`config.mk`:
```
export PLATFORM = sky130hd
export DESIGN_NAME = adc_constant_trigger_program
export DESIGN_NICKNAME = d
export VERILOG_FILES = /design/src/pkg/adc_const_trig_pkg.sv /design/src/logic/adc_constant_trigger_program.sv
export SDC_FILE = /design/constraint.sdc
export NUM_CORES = 1
export LEC_CHECK = 0
export ABC_AREA = 1
export ABC_CLOCK_PERIOD_IN_PS = 2300
export BUFFER_PORTS_ARGS = -buffer_cell sky130_fd_sc_hd__buf_2
export CAP_MARGIN = 25
export CORE_MARGIN = 8
export CORE_UTILIZATION = 40
export DETAILED_ROUTE_END_ITERATION = 8
export HOLD_SLACK_MARGIN = 0.08
export PLACE_DENSITY = 0.68
export SYNTH_ARGS = -nofsm -noshare
export SYNTH_HDL_FRONTEND = slang
export SYNTH_SLANG_ARGS = --single-unit
```
`constraint.sdc`:
```
create_clock -name ref_clk -period 2.3 [get_ports ref_clk]
set_clock_uncertainty 0.1 [all_clocks]
set_input_delay 0.46 -clock ref_clk [delete_from_list [all_inputs] [get_ports ref_clk]]
set_output_delay 0.46 -clock ref_clk [all_outputs]
set_load 0.01 [all_outputs]
```
`src/pkg/adc_const_trig_pkg.sv`:
```
package adc_const_trig_pkg;
  localparam int          ADDR_W        = 12;
  localparam int          DATA_W        = 32;
  localparam int          NUM_SLOTS     = 12;
  localparam int          SLOTS_PER_REG = 4;
  localparam int          SLOT_W        = 8;
  localparam int          SEL_W         = 5;
  localparam int          IDX_W         = 4;
  localparam int          NUM_REGS      = 3;
  // register byte addresses
  localparam logic [11:0] OFF_SLOTS_0_3  = 12'h000;
  localparam logic [11:0] OFF_SLOTS_4_7  = 12'h004;
  localparam logic [11:0] OFF_SLOTS_8_11 = 12'h008;
  localparam logic [11:0] OFF_STATUS     = 12'h00c;
  localparam logic [11:0] REG_STRIDE     = 12'h004;
  // slot byte layout
  localparam int          ENABLE_BIT    = 7;
  localparam int          SEL_LSB       = 0;
  localparam logic [7:0]  SLOT_MASK     = 8'h9f;
  localparam logic [7:0]  SLOT_RESET    = 8'h00;
  localparam logic [31:0] RSV_MASK      = 32'h60606060;
  // legal selector codes, channel 2 to channel 12
  localparam logic [4:0]  SEL_MIN       = 5'h02;
  localparam logic [4:0]  SEL_MAX       = 5'h0c;
  // status word layout
  localparam int          STAT_BUSY_BIT = 0;
  localparam int          STAT_IDX_LSB  = 8;
  localparam logic [3:0]  IDX_LAST      = 4'hb;
  localparam logic [3:0]  IDX_FIRST     = 4'h0;

  typedef enum logic {SCAN, WAIT} seq_state_t;
endpackage : adc_const_trig_pkg

```
`src/logic/adc_constant_trigger_program.sv`:
```
`timescale 1ns/1ns
module adc_constant_trigger_program
  import adc_const_trig_pkg::*;
(
  input  wire logic              ref_clk,
  input  wire logic              rst,
  input  wire logic              psel,
  input  wire logic              penable,
  input  wire logic              pwrite,
  input  wire logic [ADDR_W-1:0] paddr,
  input  wire logic [DATA_W-1:0] pwdata,
  output logic      [DATA_W-1:0] prdata,
  output logic                   pready,
  output logic                   pslverr,
  output logic                   convReq,
  output logic      [SEL_W-1:0]  convChannel,
  output logic      [IDX_W-1:0]  convSlot,
  input  wire logic              convAck
);

  logic       [SLOT_W-1:0] slot      [NUM_SLOTS];
  logic       [SLOT_W-1:0] next_slot [NUM_SLOTS];
  logic       [DATA_W-1:0] next_prdata;
  logic                    next_pready;
  logic                    next_pslverr;
  seq_state_t              state;
  seq_state_t              next_state;
  logic       [IDX_W-1:0]  idx;
  logic       [IDX_W-1:0]  next_idx;
  logic                    next_convReq;
  logic       [SEL_W-1:0]  next_convChannel;
  logic       [IDX_W-1:0]  next_convSlot;

  function automatic logic slotLive(input logic [SLOT_W-1:0] s);
    logic [SEL_W-1:0] sel;
    sel = s[SEL_LSB +: SEL_W];
    return s[ENABLE_BIT] && sel >= SEL_MIN && sel <= SEL_MAX;
  endfunction : slotLive

  function automatic logic [IDX_W-1:0] nextIdx(input logic [IDX_W-1:0] i);
    return (i == IDX_LAST) ? IDX_FIRST : IDX_W'(i + 1'b1);
  endfunction : nextIdx

  function automatic logic [ADDR_W-1:0] regAddr(input int k);
    return ADDR_W'(OFF_SLOTS_0_3 + REG_STRIDE * k);
  endfunction : regAddr

  ////////////////////////////////////////////////////////////////////////////
  // register file over apb, one wait state

  always_comb begin
    logic wrEdge;
    logic hit;
    wrEdge       = psel && penable && pready && pwrite && !pslverr;
    hit          = 1'b0;
    next_pready  = psel && penable && !pready;
    next_pslverr = 1'b0;
    next_prdata  = prdata;
    for (int s = 0; s < NUM_SLOTS; s++) begin
      next_slot[s] = slot[s];
    end
    for (int k = 0; k < NUM_REGS; k++) begin
      if (wrEdge && paddr == regAddr(k)) begin
        for (int b = 0; b < SLOTS_PER_REG; b++) begin
          // reserved bits dropped on write
          next_slot[k*SLOTS_PER_REG+b] =
            pwdata[b*SLOT_W +: SLOT_W] & SLOT_MASK;
        end
      end
    end
    if (psel && penable && !pready) begin
      next_prdata = '0;
      for (int k = 0; k < NUM_REGS; k++) begin
        if (paddr == regAddr(k)) begin
          hit = 1'b1;
          for (int b = 0; b < SLOTS_PER_REG; b++) begin
            next_prdata[b*SLOT_W +: SLOT_W] =
              slot[k*SLOTS_PER_REG+b];
          end
        end
      end
      if (paddr == OFF_STATUS) begin
        hit = 1'b1;
        if (!pwrite) begin
          next_prdata[STAT_BUSY_BIT]           = (state == WAIT);
          next_prdata[STAT_IDX_LSB +: IDX_W]   = idx;
        end
      end
      next_pslverr = !hit || (pwrite && paddr == OFF_STATUS);
      if (pwrite || !hit) begin
        next_prdata = '0;
      end
    end
  end

  always_ff @(posedge ref_clk) begin
    if (rst) begin
      for (int s = 0; s < NUM_SLOTS; s++) begin
        slot[s] <= SLOT_RESET;
      end
      prdata  <= '0;
      pready  <= 1'b0;
      pslverr <= 1'b0;
    end else begin
      for (int s = 0; s < NUM_SLOTS; s++) begin
        slot[s] <= next_slot[s];
      end
      prdata  <= next_prdata;
      pready  <= next_pready;
      pslverr <= next_pslverr;
    end
  end

  ////////////////////////////////////////////////////////////////////////////
  // constant trigger scanner, skips a dead slot per cycle, holds a live one until convAck

  always_comb begin
    next_state       = state;
    next_idx         = idx;
    next_convReq     = convReq;
    next_convChannel = convChannel;
    next_convSlot    = convSlot;
    case (state)
      SCAN: begin
        // no start event needed: scanning runs from reset and only pauses in WAIT until convAck
        if (slotLive(slot[idx])) begin
          next_convReq     = 1'b1;
          next_convChannel = slot[idx][SEL_LSB +: SEL_W];
          next_convSlot    = idx;
          next_state       = WAIT;
        end else begin
          next_idx = nextIdx(idx);
        end
      end
      WAIT: begin
        if (convAck) begin
          next_convReq = 1'b0;
          next_idx     = nextIdx(idx);
          next_state   = SCAN;
        end
      end
      default: begin
        next_state   = SCAN;
        next_convReq = 1'b0;
      end
    endcase
  end

  always_ff @(posedge ref_clk) begin
    if (rst) begin
      state       <= SCAN;
      idx         <= IDX_FIRST;
      convReq     <= 1'b0;
      convChannel <= '0;
      convSlot    <= '0;
    end else begin
      state       <= next_state;
      idx         <= next_idx;
      convReq     <= next_convReq;
      convChannel <= next_convChannel;
      convSlot    <= next_convSlot;
    end
  end
endmodule : adc_constant_trigger_program

```
# Yosys cells after proc, flatten, opt, wreduce, memory -nomap -nowiden
# Memories as Yosys holds them, arrays and structs flattened. A register that Yosys moved wholly into a read port is not among the register bits.
# Index checks and enable logic that the tools add are counted.
[word_totals]
regBits = 49
ram_bits = 96
inputBits = 50
output_inout_bits = 44
wordCells = 97
mem_count = 1
[classes]
add_sub_neg = 1
magnitude_cmp = 2
eq_ne = 7
muxes = 43
bitwise_logic = 14
n_reduce_logical = 21
[mem_list]
columns = ["memory", "words", "width", "read_ports", "rd_clocked_by_memory_dff", "wr", "line_no", "text"]
rows = [
  ["slot", 12, 8, 13, 1, 12, "adc_constant_trigger_program.sv:21", "logic [SLOT_W-1:0] slot [NUM_SLOTS];"],
]
[op_table]
columns = ["cell", "n"]
rows = [
  ["$mux W32", 7],
  ["$mux W8", 12],
  ["$mux W4", 7],
  ["$eq A12 B4 Y1 const B", 2],
  ["$mux W1", 14],
  ["$eq A12 B3 Y1 const B", 1],
  ["$logic_not A12 Y1", 1],
  ["$or A1 B1 Y1", 12],
  ["$logic_and A1 B1 Y1", 11],
  ["$pmux W4 S2", 1],
  ["$ne A2 B2 Y1 const B", 3],
  ["$reduce_and A2 Y1", 3],
  ["$ge A5 B2 Y1 const B", 1],
  ["$le A5 B4 Y1 const B", 1],
  ["$add A4 B1 Y4 const B", 1],
  ["$eq A4 B4 Y1 const B", 1],
  ["$pmux W1 S2", 2],
  ["$logic_not A1 Y1", 3],
  ["$logic_or A1 B1 Y1", 2],
  ["$not A1 Y1", 2],
  ["$reduce_or A2 Y1", 1],
]

# Logic depth before layout (Yosys ltp)
# Gate-level depths: netlist of the first run.
[depth]
word_depth = 9
depth_mapped = 15
mapped_depth_nobuf = 13

# Worst setup path after synthesis of the first run
# OpenSTA, ideal clock, no wires.
[synth_timing]
path_type = "in2reg"
startpoint = "in paddr[11]"
endpoint = "mem slot[0][0]"
setup_time_ns = 0.128
arrival_ns = 1.731
slack_ns = 0.340
stages = 9
path_buffers = 1
path_cell_list = "nor2_1 nand2_1 nor2_1 nand3_1 inv_1 nand2_2 clkbuf_1 o21ai_0 a21oi_1"
[synth_lines]
columns = ["item", "line_no", "text"]
rows = [
  ["start, declared", "adc_constant_trigger_program.sv:10", "input wire logic [ADDR_W-1:0] paddr,"],
  ["end, declared", "adc_constant_trigger_program.sv:21", ""],
]

==> results.ini, run 1 <==
[status]
status=complete, no violations

[sta]
hold_viol_final=0
fin_ws_ns=0.0783
slew_headroom_pct=47.7
fin_crit_ns=2.22
drv_slew=0
fmax_ghz=0.450
setup_viol=0
tns_ns=0
worstMarginPinSlew_ns=0.783
timing.final.crit_share_pct=96.6
hold_slack_ns=0.238

[yosys]
synth_edf_count=0
ys_types=27
synth_warnings=0
synth_top_cell_by_area=dfxtp_1
synthArstFlopShare_pct=0
synth-seq-area-share_pct=43.5
yosys_most_used_dff=dfxtp_1
synth_top_area_share_pct=43.5
ys_ff_latch=117
synth.avg_cell_area_um2=7.03
syn_inst=765
synthTopCellsByArea=dfxtp_1, a21oi_1, nand2_1
netlist_area_um2=5380

[worst_hold_path]
hp-class=in -> reg

[floorplanning]
dieArea_um2=17400
fp.dieH_um=132
die_x_um=132
io_pins=94
initial_core_util_pct=40.8
placementRows=42
coreArea_um2=13200

[critical_path]
endpoint=convChannel[0]
cp.required_ns=2.50
end_kind=register
reg2reg_to=convChannel[0]
critPathKind=reg -> reg
startpoint_type=register
critical_path_arrival_ns=2.42
r2r_cells=14
rrSetupSlack_ns=0.08
critPathMaxFanout=9

[finish]
syn2layout_area_growth_pct=26.4
final_common_cell=nand2_1
utilization_pct=51.6
drive_gt1_share_pct=18.3
final_nets=901
final_cell_mix=nand2_1, a21oi_1, dfxtp_1, o21ai_0, inv_1

[routing]
drc=0
drtPass1Iterations=5
wirelength_um=16500
vias_per_cell=5.23
wl_per_cell_um=15.9
drtAntennaViolNets=0
vias=5440
drt_iter0_markers=559

[placement]
dp_hpwl_um=11300
pre_cts_ws_ns=0.0598
place.port_buffers=77
gp_congestion=0.860

[global_route]
grt_pass1_wl_um=25800
antenna_found_initial=1
grt_usage_pct=18.3
grt_pass1_vias=5078
grt_remaining_overflow=0
grt_start_max_net_pins=49

[clock_network]
clock_sinks=117
cts_tree=built
ctsLongestPathBuffers=2
clkTransAtPathRegs_ns=0.05
numCtsBuffers=17
cts-htree-levels=4
postCtsHoldBufs=0
clock_latency_ns=0.41
root_buffer=clkbuf_16

[power_and_ir_drop]
irDropWorstVdd_uv=624
power_uw=7070
powerDensity_nw_per_um2=1040
leakagePower_uw=0.00279

[flow_run]
maxCapViolations=0

## how the worst min path moves through the flow
| stage | to | cells past startpoint | slack, ns | from |
|---|---|---|---|---|
| after floorplan | slot[8][0] | 2 | 0.34 | slot[8][0] |
| after global placement | convChannel[4] | 2 | 0.33 | convChannel[4] |
| after detailed placement | convChannel[4] | 2 | 0.33 | convChannel[4] |
| after CTS | convReq | 4 | 0.22 | convAck |
| after global routing | slot[2][4] | 3 | 0.26 | pwdata[20] |
| final | convReq | 4 | 0.24 | convAck |
## timing repair
item | 4_1_cts | 5_1_grt
gates resized for setup | 0 | 15
setup buffers | 0 | 9
setup endpoints to repair | 0 | 15
endpoints found under the hold margin | 0 | 0
## per-stage QoR
step                      cells  instance area [µm²]
after floorplan             772                 5410
after global placement      997                 6020
after detailed placement    997                 6020
after CTS                  1029                 6660
after global routing       1040                 6800
final                      1040                 6800
## report_power, final
| part | internal, µW | switching [µW] |
|---|---|---|
| clock | 1870 | 944 |
| sequential | 2130 | 88.5 |
| combinational | 802 | 1230 |
| total | 4810 | 2260 |
## Yosys cell counts (3+ instances only)
master and number:
nand3_1 68, o22ai_1 4, nand2_1 136, inv_1 93
o21ai_0 92, clkbuf_1 32, buf_4 10, o221ai_1 23
nor2_1 34, dfxtp_1 117, a21oi_1 119, o211ai_1 3
buf_2 11, nor3_1 5, o21ai_1 4
## flip-flops by register name, indices dropped and copies added (netlist names), named ones only
name / flops
convChannel: 5
pslverr: 1
prdata: 24
idx: 4
state: 1
convSlot: 4
convReq: 1
slot: 72
pready: 1
## cell type report
| cell class | count | area [µm²] |
|---|---|---|
| repair buffers | 113 | 758 |
| clock buffers | 21 | 460 |
| multi-input cells | 507 | 2480 |
| clock inverters | 11 | 175 |
| fillers | 1281 | 6390 |
| flip-flops and latches | 117 | 2350 |
| inverters | 94 | 359 |
| diodes | 1 | 2.50 |
| well taps | 176 | 220 |
## logic make-up (layout without fill, tap and decap cells)
logic type | count (synthesis) | count (layout) | synth area share, %
fa+ha+maj | 1 | 1 | 0.233
compound gates | 247 | 247 | 24.9
other cells | 1 | 9 | 0.0697
buf+inv | 149 | 239 | 11.5
flops | 117 | 117 | 43.5
simple gates | 250 | 251 | 19.7
## metal layers
metal	vias to the layer above	share of wire, %	GRT usage (%)
met4	0	3.2	8.68
met3	39	5.9	4.84
met2	185	49	31.0
met1	2502	42	21.1
met5	-	0	0
li1	2714	-	-
## critical path, stage by stage (launching register included)
cell and delay, ns:
dfxtp_4 0.38, inv_4 0.07, buf_4 0.16, a21oi_1 0.16
o21ai_1 0.08, nand2_1 0.08, nand2_1 0.06, nand2_1 0.07
nand2_1 0.09, nor2_4 0.18, nand3_4 0.10, clkbuf_4 0.19
buf_4 0.14, a21oi_1 0.17, nor2_1 0.05
Power figures use the tool's default switching activity.
==> run 2: changes to the inputs <==
--- a/config.mk
+++ b/config.mk
@@ -5,7 +5,6 @@
 export SDC_FILE = /design/constraint.sdc
 export NUM_CORES = 1
 export LEC_CHECK = 0
-export ABC_AREA = 1
 export ABC_CLOCK_PERIOD_IN_PS = 2300
 export BUFFER_PORTS_ARGS = -buffer_cell sky130_fd_sc_hd__buf_2
 export CAP_MARGIN = 25
==> results.ini, run 2 <==
[placement]
dp_cells=878  ; -12%
gp_congestion=0.920  ; +7.0%
dp_hpwl_um=11100  ; -2.0%
place.port_buffers=77  ; unchanged

[yosys]
synthArstFlopShare_pct=0  ; unchanged
synth_top_area_share_pct=43.8  ; +0.30 points
synth_top_cell_by_area=dfxtp_1
synth.avg_cell_area_um2=8.36  ; +19%
yosys_most_used_dff=dfxtp_1
netlist_area_um2=5340  ; -0.67%
ys_ff_latch=117  ; unchanged
synthTopCellsByCount=nand2_1, dfxtp_1, a21oi_1
synth_edf_count=0  ; unchanged
synth.most_common_cell=nand2_1
synthTopCellsByArea=dfxtp_1, nand2_1, mux2i_1
synth_warnings=0  ; unchanged
synth-seq-area-share_pct=43.8  ; +0.30 points
ys_types=43  ; +59%
syn_inst=639  ; -16%

[finish]
final_nets=780  ; -13%
top_register=slot
final_common_cell=nand2_1
utilization_pct=51.2  ; -0.37 points
fill_cells=1217  ; -5.0%
antenna_cells=0  ; -1
ff_latch_area_um2=2350  ; +0.16%
largest_reg_flops=72  ; unchanged
multi_input_area_um2=2790  ; +13%
finalNonFillerCells=917  ; -12%
final_cell_mix=nand2_1, dfxtp_1, a21oi_1, buf_2, mux2i_1
drive_gt1_share_pct=24.4  ; +6.1 points
reg_top3=slot: 72 flops, prdata: 24 flops, convChannel: 5 flops
syn2layout_area_growth_pct=25.8

[status]
status=finished, violations left
violations=negative setup slack

[routing]
drtPass1Iterations=5  ; unchanged
vias=4894  ; -10%
wirelength_um=15800  ; -4.6%
drc=0  ; unchanged
drt_iter0_markers=368  ; -34%
wl_per_cell_um=17.2  ; +8.2%
vias_per_cell=5.34  ; +2.0%
drtAntennaViolNets=0  ; unchanged

[clock_network]
postCtsHoldBufs=0  ; unchanged
ctsLongestPathBuffers=2  ; unchanged
clkTransAtPathRegs_ns=0.06  ; about the same
cts-htree-levels=4  ; unchanged
clock_sinks=117  ; unchanged
cts_tree=built
root_buffer=clkbuf_16
numCtsBuffers=17  ; unchanged
clock_latency_ns=0.41  ; about the same

[sta]
fin_crit_ns=2.40  ; +0.182 ns
slew_headroom_pct=53.1  ; +5.4 points
fmax_ghz=0.416  ; -7.6%
rsz0062_at_grt=yes
setup_viol=7  ; +7
fin_ws_ns=-0.103  ; -0.182 ns
drv_slew=0  ; unchanged
worstMarginPinSlew_ns=0.703  ; -0.0801 ns
timing.final.crit_share_pct=104  ; +7.9 points
hold_viol_final=0  ; unchanged

[critical_path]
rrSetupSlack_ns=-0.10  ; -0.18 ns
critPathMaxStageDelay_ns=0.52  ; +0.14 ns
r2r_cells=7  ; -7
worstPathCellList=mux4_2 > mux2i_1 > o21ai_2 > o32a_4 > a21boi_4 > buf_4 > nor2_1
critPathKind=reg -> reg
end_kind=register
cp.required_ns=2.47  ; -0.03 ns
critPathMaxFanout=7  ; -2
reg2reg_to=state
crit_buf_inv=1  ; -3
cp_slowest_cell=mux4_2
critical_path_arrival_ns=2.57  ; +0.15 ns
crit_family=compound AO/OA/AOI/OAI gates
startpoint_type=register

[worst_hold_path]
hold_start=pwdata[10]
holdPathEnd=slot[9][2]
min_path_cells=3  ; -1
hp-class=in -> reg

[power_and_ir_drop]
powerDensity_nw_per_um2=721  ; -31%
leakagePower_uw=0.00256  ; -8.3%
irDropWorstVdd_uv=487  ; -22%

[global_route]
grt_pass1_vias=5011  ; -1.3%
grt_usage_pct=18.5  ; +0.18 points
grt_pass1_wl_um=26000  ; +0.75%
grt_start_max_net_pins=72  ; +47%
antenna_found_initial=1  ; unchanged
grt_remaining_overflow=0  ; unchanged

[floorplanning]
io_pins=94  ; unchanged
die_x_um=132  ; -0.30%
coreArea_um2=13100  ; -0.40%
initial_core_util_pct=40.7  ; -0.11 points
dieArea_um2=17300  ; -0.59%
placementRows=42  ; unchanged
fp.dieH_um=132  ; -0.30%

[flow_run]
maxCapViolations=0  ; unchanged

-- run 2: changes by cell type in the layout (fill, tap and decap cells not counted), moves of 11 or more --
cell,change
a21oi_1,-39
a22oi_1,+20
buf_4,+11
inv_1,-86
mux2i_1,+46
mux4_2,+13
nand2_1,+41
nand2b_1,+23
nand3_1,-63
o21ai_0,-67
o221ai_1,-23
-- run 2: metal layers --
metal	wire length, µm	global-route usage, %
met5	8	0
met4	405	7.47
met3	1210	6.21
met2	7340	28.5
met1	6810	23.3
-- run 2: how the worst max path moves through the flow --
stage             start  cells past startpoint  slack [ns]  endpoint
2_1_floorplan  register                      8        0.02  register
3_3_place_gp   register                      7       -0.28  register
3_5_place_dp   register                      7       -0.31    idx[2]
4_1_cts        register                      7       -0.04  register
5_1_grt        register                      8       -0.13     state
6_report       register                      7       -0.10     state
-- run 2: worst min-delay path: stages --
cell and delay [ns]:
buf_2 0.11, nand2_1 0.05, a21oi_1 0.05
-- run 2: area by class of cell --
| type | instances | area share [%] |
|---|---|---|
| Clock inverter | 13 | 1.97 |
| Sequential cell | 117 | 34.9 |
| Tap cell | 176 | 3.27 |
| Inverter | 4 | 0.223 |
| Clock buffer | 18 | 6.53 |
| Timing Repair Buffer | 120 | 11.6 |
| Multi-Input combinational cell | 469 | 41.5 |
-- run 2: cells by family after synthesis --
logic type,Yosys count,synth area share [%]
buffers and inverters,60,5.57
adders and majority gates,1,0.234
other,1,0.0702
and+or+nand+nor,255,20.4
muxes,59,14.1
AOI/OAI and AO/OA,146,15.8
DFF,117,43.8
-- run 2: stage by stage --
stage	worst slack (ns)	total power [µW]	TNS [ns]	hold slack [ns]	instance area, µm²
after floorplan	0.0205	2240	0	0.339	5370
after global placement	-0.276	2330	-3.96	0.341	6020
after detailed placement	-0.310	2330	-4.73	0.345	6020
after CTS	-0.0352	4870	-0.110	0.198	6680
after global routing	-0.130	5010	-0.898	0.196	6730
final	-0.103	4850	-0.385	0.210	6730
-- run 2: power by group --
part           total, µW  internal, µW  switching, µW
clock network       2540          1610            934
logic                251           108            143
registers           2050          2040           16.3
-- run 2: what timing repair did --
action	CTS	global route
pin swaps	2	2
resized for setup	10	8
endpoints found under the hold margin	0	0
buffers inserted	5	3
setup endpoints to repair	19	18
